<file path="config.mk">
export PLATFORM = sky130hd
export DESIGN_NAME = dsip_top
export DESIGN_NICKNAME = d
export VERILOG_FILES = /design/src/hdl/dsip_port.v /design/src/hdl/dsip_top.v
export VERILOG_INCLUDE_DIRS = /design/src /design/src/shared
export SDC_FILE = /design/constraint.sdc
export NUM_CORES = 1
export LEC_CHECK = 0
export BUFFER_PORTS_ARGS = -buffer_cell sky130_fd_sc_hd__buf_2
export CAP_MARGIN = 20
export CORE_ASPECT_RATIO = 1.2
export CORE_MARGIN = 2
export CORE_UTILIZATION = 55
export CTS_CLUSTER_DIAMETER = 80
export DETAILED_ROUTE_END_ITERATION = 8
export GPL_TIMING_DRIVEN = 0
export MAX_ROUTING_LAYER = met4
export PLACE_DENSITY = 0.72
export SLEW_MARGIN = 25
export SYNTH_ARGS = -nofsm -noshare
export SYNTH_HDL_FRONTEND = slang
export SYNTH_SLANG_ARGS = --single-unit
</file>
<file path="constraint.sdc">
create_clock -name clock_i -period 2.05 [get_ports clock_i]
set_input_delay 0.3075 -clock clock_i [delete_from_list [all_inputs] [get_ports clock_i]]
set_output_delay 0.3075 -clock clock_i [all_outputs]
set_load 0.05 [all_outputs]
</file>
<file path="src/shared/dsip_defines.vh">
`ifndef DSIP_DEFINES_VH
`define DSIP_DEFINES_VH
// overhead clock divider: 50 MHz / 16 -> 3.125 MHz port clock
`define DSIP_CLK_HALF_DIV   8'h08
`define DSIP_DIV_W          8
// section dcc: 3 bytes, line dcc: 9 bytes, per frame
`define DSIP_SDCC_BYTES     8'h03
`define DSIP_LDCC_BYTES     8'h09
`define DSIP_BITS_PER_BYTE  8'h08
`define DSIP_CNT_W          8
`endif

</file>
<file path="src/hdl/dsip_port.v">
`include "dsip_defines.vh"
// one serial insertion port: requests bits, samples on falling edge, packs bytes
module dsip_port #(
    parameter NBYTES = 3
) (
    input  wire       clock_i,     // system clock
    input  wire       rst_n_i,     // sync reset, active low
    input  wire       rise_i,      // port clock rising edge pulse
    input  wire       fall_i,      // port clock falling edge pulse
    input  wire       frame_i,     // start of byte slots of a frame
    input  wire       ser_i,       // synchronised serial data
    output reg        req_o,       // bit request
    output reg  [7:0] byte_o,      // assembled byte
    output reg  [7:0] idx_o,       // byte position in group
    output reg        byte_vld_o   // byte ready pulse
);
    reg [7:0] bits_left_r;
    reg [7:0] bitcnt_r;
    reg [7:0] bytecnt_r;
    reg [7:0] shift_r;
    reg       pend_r;
    always @(posedge clock_i) begin
        if (!rst_n_i) begin
            req_o       <= 1'b0;
            byte_o      <= 8'h00;
            idx_o       <= 8'h00;
            byte_vld_o  <= 1'b0;
            bits_left_r <= 8'h00;
            bitcnt_r    <= 8'h00;
            bytecnt_r   <= 8'h00;
            shift_r     <= 8'h00;
            pend_r      <= 1'b0;
        end else begin
            byte_vld_o <= 1'b0;
            if (frame_i) begin
                bits_left_r <= NBYTES[7:0] * `DSIP_BITS_PER_BYTE;
                bitcnt_r    <= 8'h00;
                bytecnt_r   <= 8'h00;
                // no bit is taken in this period, so no request may stand in it
                req_o       <= 1'b0;
                pend_r      <= 1'b0;
            end else if (rise_i) begin
                // one period high per bit requested
                req_o <= (bits_left_r != 8'h00);
                pend_r <= (bits_left_r != 8'h00);
                if (bits_left_r != 8'h00)
                    bits_left_r <= bits_left_r - 8'h01;
            end else if (fall_i && pend_r) begin
                pend_r  <= 1'b0;
                // exactly one bit taken per request, msb first
                shift_r <= {shift_r[6:0], ser_i};
                if (bitcnt_r == `DSIP_BITS_PER_BYTE - 8'h01) begin
                    bitcnt_r   <= 8'h00;
                    byte_o     <= {shift_r[6:0], ser_i};
                    idx_o      <= bytecnt_r;
                    byte_vld_o <= 1'b1;
                    bytecnt_r  <= bytecnt_r + 8'h01;
                end else begin
                    bitcnt_r <= bitcnt_r + 8'h01;
                end
            end
        end
    end
endmodule // dsip_port

</file>
<file path="src/hdl/dsip_top.v">
`include "dsip_defines.vh"
// Contract
// - line dcc request output, overhead clock output, line serial input provided
// - line serial bits placed into bytes D4..D12 of outgoing stream
// - line serial input sampled at overhead clock falling edge
// - section dcc request output with overhead clock and section serial input
// - section serial bits placed into bytes D1..D3 of outgoing stream
// - section serial input sampled at overhead clock falling edge
module dsip_top (
    input  wire       clock_i,                    // 50 MHz system clock
    input  wire       rst_n_i,                    // sync reset, active low
    input  wire       frame_start_i,              // frame dcc slot start pulse
    input  wire       line_dcc_serial_in_i,       // line dcc data pin
    input  wire       section_dcc_serial_in_i,    // section dcc data pin
    output reg        overhead_port_clock_o,      // shared port clock
    output reg        line_dcc_bit_request_o,     // line bit request
    output reg        section_dcc_bit_request_o,  // section bit request
    output reg  [7:0] dcc_byte_o,                 // byte to insert
    output reg  [3:0] dcc_slot_o,                 // 1..12 = D1..D12
    output reg        dcc_byte_vld_o              // insert strobe pulse
);
    reg  [7:0] div_r;
    reg        rise_r;
    reg        fall_r;
    reg        frame_pend_r;
    reg        l_s1_r, l_s2_r, s_s1_r, s_s2_r;
    wire       l_req, s_req, l_vld, s_vld;
    wire [7:0] l_byte, s_byte, l_idx, s_idx;

    // serial data pins from outside pass two flops
    always @(posedge clock_i) begin
        if (!rst_n_i) begin
            l_s1_r <= 1'b0;
            l_s2_r <= 1'b0;
            s_s1_r <= 1'b0;
            s_s2_r <= 1'b0;
        end else begin
            l_s1_r <= line_dcc_serial_in_i;
            l_s2_r <= l_s1_r;
            s_s1_r <= section_dcc_serial_in_i;
            s_s2_r <= s_s1_r;
        end
    end

    // port clock divider; frame start waits for a rising edge so requests align
    always @(posedge clock_i) begin
        if (!rst_n_i) begin
            div_r                 <= 8'h00;
            overhead_port_clock_o <= 1'b0;
            rise_r                <= 1'b0;
            fall_r                <= 1'b0;
            frame_pend_r          <= 1'b0;
        end else begin
            rise_r <= 1'b0;
            fall_r <= 1'b0;
            if (frame_start_i)
                frame_pend_r <= 1'b1;
            else if (rise_r)
                frame_pend_r <= 1'b0;
            if (div_r == `DSIP_CLK_HALF_DIV - 8'h01) begin
                div_r                 <= 8'h00;
                overhead_port_clock_o <= ~overhead_port_clock_o;
                rise_r                <= ~overhead_port_clock_o;
                fall_r                <= overhead_port_clock_o;
            end else begin
                div_r <= div_r + 8'h01;
            end
        end
    end

    // sync latency leaves data settled well before the falling edge sample
    dsip_port #(.NBYTES(`DSIP_SDCC_BYTES)) u_sdcc (
        .clock_i    (clock_i),
        .rst_n_i    (rst_n_i),
        .rise_i     (rise_r),
        .fall_i     (fall_r),
        .frame_i    (frame_pend_r && rise_r),
        .ser_i      (s_s2_r),
        .req_o      (s_req),
        .byte_o     (s_byte),
        .idx_o      (s_idx),
        .byte_vld_o (s_vld)
    );

    dsip_port #(.NBYTES(`DSIP_LDCC_BYTES)) u_ldcc (
        .clock_i    (clock_i),
        .rst_n_i    (rst_n_i),
        .rise_i     (rise_r),
        .fall_i     (fall_r),
        .frame_i    (frame_pend_r && rise_r),
        .ser_i      (l_s2_r),
        .req_o      (l_req),
        .byte_o     (l_byte),
        .idx_o      (l_idx),
        .byte_vld_o (l_vld)
    );

    // section bytes finish on the same falling edge as the first three line bytes, so section goes first
    // and line waits one cycle in a one-byte hold register
    reg        l_hold_r;
    reg  [7:0] l_hold_byte_r;
    reg  [7:0] l_hold_idx_r;
    wire [7:0] l_slot = l_hold_idx_r + `DSIP_SDCC_BYTES + 8'h01; // low nibble is the slot
    always @(posedge clock_i) begin
        if (!rst_n_i) begin
            line_dcc_bit_request_o    <= 1'b0;
            section_dcc_bit_request_o <= 1'b0;
            dcc_byte_o                <= 8'h00;
            dcc_slot_o                <= 4'h0;
            dcc_byte_vld_o            <= 1'b0;
            l_hold_r                  <= 1'b0;
            l_hold_byte_r             <= 8'h00;
            l_hold_idx_r              <= 8'h00;
        end else begin
            line_dcc_bit_request_o    <= l_req;
            section_dcc_bit_request_o <= s_req;
            dcc_byte_vld_o            <= 1'b0;
            if (l_vld) begin
                l_hold_r      <= 1'b1;
                l_hold_byte_r <= l_byte;
                l_hold_idx_r  <= l_idx;
            end
            if (s_vld) begin
                dcc_byte_o     <= s_byte;
                dcc_slot_o     <= s_idx[3:0] + 4'h1;
                dcc_byte_vld_o <= 1'b1;
            end else if (l_hold_r && !l_vld) begin
                l_hold_r       <= 1'b0;
                dcc_byte_o     <= l_hold_byte_r;
                dcc_slot_o     <= l_slot[3:0];
                dcc_byte_vld_o <= 1'b1;
            end
        end
    end
endmodule // dsip_top

</file>
==> results by group <==
Clock network
  • Clk buf depth: 2
  • Total clock sinks: ~130
  • Buffer type at the clock tree root: clkbuf_16
  • Num CTS Buffers: 17
  • Clk_lat worst skew: roughly 0.41 ns
  • CTS tree: yes
  • Hold-fix buffers at CTS: 0
  • Clk slew on worst S/H paths: about 0.050 ns
  • CTS H-tree lvls: 4

Place
  • Placed cells: about 740
  • I/O Buffers: 20
  • DP Area: around 0.0057 mm2
  • Dpl hpwl: about 8.3 mm
  • GP Congestion: slightly below 0.9
  • Pre-CTS setup slack: -0.2459 ns

Floorplan
  • Die X: about 94 um
  • Die area: ~0.011 mm2
  • Initial Utilization: 0.5648
  • Die Span Y: about 110 um
  • Row count: 39
  • Core area: ~0.0096 mm2
  • # IOs: 21

Hold path
  • Hold Crit Class: primary input to flip-flop
  • WHS Endpoint: l_s1_r
  • Hold Path Depth: 2
  • Worst Hold Launch: line_dcc_serial_in_i

Synthesis
  • Asr flop ratio synth: 0
  • FF+latch count, synth: around 130
  • Yosys cell types: 56
  • Post-synth EDFFs: 0
  • Synth top area cells: dfxtp_1 (47%), mux2i_1 (11%), nand2_1 (7.8%)
  • Syn_nets: around 610
  • Syn Area/Cell: 9.093 um2
  • Synthesized area: ~0.0054 mm2
  • Post-synth top cells: dfxtp_1 (128), nand2_1 (112), mux2i_1 (61), a21oi_1 (40), nor2_1 (31)
  • Synth Flop Type: dfxtp_1
  • Area leader, netlist: dfxtp_1
  • Mapped Cells: around 590
  • Top-count cell post-synth: dfxtp_1
  • Seq/Total Area, Yosys: 0.4744
  • Synth top area share: 0.4744
  • Synth Warn #: 0

Global routing
  • Number of global-route vias before repair: between 4000 and 5000
  • Initial antenna violation count: 0
  • Overflow after GRT: 0
  • First-pass GRT wire length: 20.04 mm
  • Met3 usage: 0.06242
  • Met1 usage: 0.2921
  • Largest net degree at the start of global routing: 17
  • GRT Util Overall: 0.2508
  • Most Crowded Layer GR: met2
  • Routing usage on met2: 0.4205

Critical path
  • CP max stage delay: 0.50 ns
  • Worst R2R Start: fall_r
  • Worst reg2reg setup slack: around 0.16 ns
  • Kind of cell adding the most delay to the critical path: buffers and inverters
  • Crit Path Max Fanout: 10
  • Worst R2R End: u_ldcc.idx_o[3]
  • Required @ worst endpoint: 2.39 ns
  • CP max-delay cell: dfxtp_1
  • Crit. End Element: flip-flop
  • Crit path cell chain: nand4b_1 > nor4_1 > buf_4 > buf_2 > mux2i_1
  • Crit start category: flip-flop
  • Crit path kind: flip-flop to flip-flop
  • WP buf/inv: 2
  • Worst Path Arrival: around 2.2 ns
  • Worst r2r path cells: 5

Timing
  • Period utilization: 0.9223
  • Hold slack: 0.1043 ns
  • Final Hold Violating Endpoints: 0
  • Final critical-path setup slack: 0.1593 ns
  • RSZ-0062 raised after global routing: no
  • Clock Skew: between 0.006 and 0.007 ns
  • Max-slew violations: 0
  • Setup TNS: 0 ns
  • Slew headroom: 0.3860
  • Tightest Pin Transition: 0.9092 ns
  • Fin crit period: around 1.9 ns
  • Max frequency: 528.9 MHz
  • Final setup viols: 0

Flow run
  • Max-Cap Viols: 0

Power
  • Overall power: about 5.3 mW
  • Pwr dens: approximately 850 mW/mm2
  • Peak supply drop: 0.0006346 V
  • Leak pwr: 2.295 nW

Run status
  • Outcome: finished, final reports clean

Drt
  • Remaining antenna violation count after routing: 0
  • DR iter-0 viols: between 150 and 200
  • Drt pass-1 iters: 4
  • Routed wire length: 11.99 mm
  • WL/cell: 15.63 um
  • DR vias/cell: 5.664
  • Vias post-DR: ~4300
  • # DRC: 0

Cells and area
  • Final core utilization: 0.6490
  • Final Instance Area: 0.006207 mm2
  • Footprint of the multi-input gates: roughly 0.0026 mm2
  • Final Non-Filler Cells: around 770
  • Reg area: approximately 0.0026 mm2
  • Fraction of layout cells with a size suffix above 1: 0.1196
  • Final #Nets: roughly 650
  • Ant diodes: 0
  • Layout area overhead: 14.92%
  • Fillers: about 800
## power breakdown
part           internal [mW]  total [mW]  switching (mW)
Sequential              2.50        2.51         0.00842
Clock                   1.68        2.69            1.01
Combinational         0.0242       0.103          0.0788
Total                   4.20        5.30            1.10
## sequential cells by signal, summed over array words and instances (netlist names), 7 cells and up
| signal | cells |
|---|---|
| l_hold_byte_r | 8 |
| u_ldcc.bitcnt_r | 8 |
| dcc_byte_o | 8 |
| u_sdcc.bits_left_r | 8 |
| u_sdcc.shift_r | 7 |
| u_sdcc.byte_o | 8 |
| u_ldcc.bits_left_r | 8 |
| div_r | 8 |
| u_ldcc.shift_r | 7 |
| u_ldcc.byte_o | 8 |
| u_sdcc.bitcnt_r | 8 |
## area by class of cell
class,instances,area share
Multi-Input combinational cell,418,0.4259
Sequential cell,128,0.4130
Clock buffer,24,0.08083
Tap cell,123,0.02479
Buffer,30,0.02258
Timing Repair Buffer,21,0.01734
Inverter,17,0.01028
Clock inverter,6,0.005241
## how the worst max path moves through the flow
stage / startpoint / endpoint / depth (start not counted)
global route: fall_r / u_ldcc.idx_o[3] / 5
CTS: rise_r / u_sdcc.byte_o[6] / 5
detailed placement: rise_r / u_sdcc.bitcnt_r[1] / 5
finish: fall_r / u_ldcc.idx_o[3] / 5
floorplan: u_ldcc.bits_left_r[2] / u_ldcc.bits_left_r[6] / 4
global placement: rise_r / u_sdcc.bitcnt_r[0] / 5
## placed cells by master, fill, tap and decap left out, drive strengths merged, types with 3 or more instances in the layout
| cell | count |
|---|---|
| dfxtp | 128 |
| nand2 | 112 |
| mux2i | 61 |
| clkbuf | 44 |
| a21oi | 40 |
| nor2 | 31 |
| buf | 31 |
| inv | 17 |
| a211oi | 15 |
| or4 | 13 |
| o21ai | 12 |
| o31ai | 12 |
| or3 | 11 |
| and2 | 11 |
| nand2b | 10 |
| ha | 10 |
| nor3 | 9 |
| nor4 | 8 |
| nand3 | 8 |
| clkinv | 5 |
| xnor2 | 4 |
| xor2 | 4 |
| or3b | 4 |
| or4b | 4 |
| and3b | 3 |
| nand4 | 3 |
## cells by family after synthesis
group | after synthesis | share of synthesized area
AOI/OAI and AO/OA | 98 | 0.1149
xor gates and xnor gates | 8 | 0.01297
adders and majority gates | 10 | 0.02316
buffers and inverters | 48 | 0.03799
DFF | 128 | 0.4744
muxes | 61 | 0.1130
and+or+nand+nor | 241 | 0.2235
## worst register-to-register path, stage by stage (launching register included)
cell and delay [ns]:
dfxtp_1 0.50, nand4b_1 0.22, nor4_1 0.30, buf_4 0.25
buf_2 0.32, mux2i_1 0.23
## routing by layer
metal / routed length, um / part of all wire
met1: 5222 / 0.44
met3: 408 / 0.034
met2: 6180 / 0.52
met5: 0 / 0
met4: 175 / 0.015
## repair_timing
| action | CTS | global route |
|---|---|---|
| resized for setup | 3 | 2 |
| setup buffers | 0 | 1 |
| setup endpoints to repair | 20 | 30 |
| endpoints found under the hold margin | 0 | 0 |
Note: power is estimated with default switching activity, not from simulation.
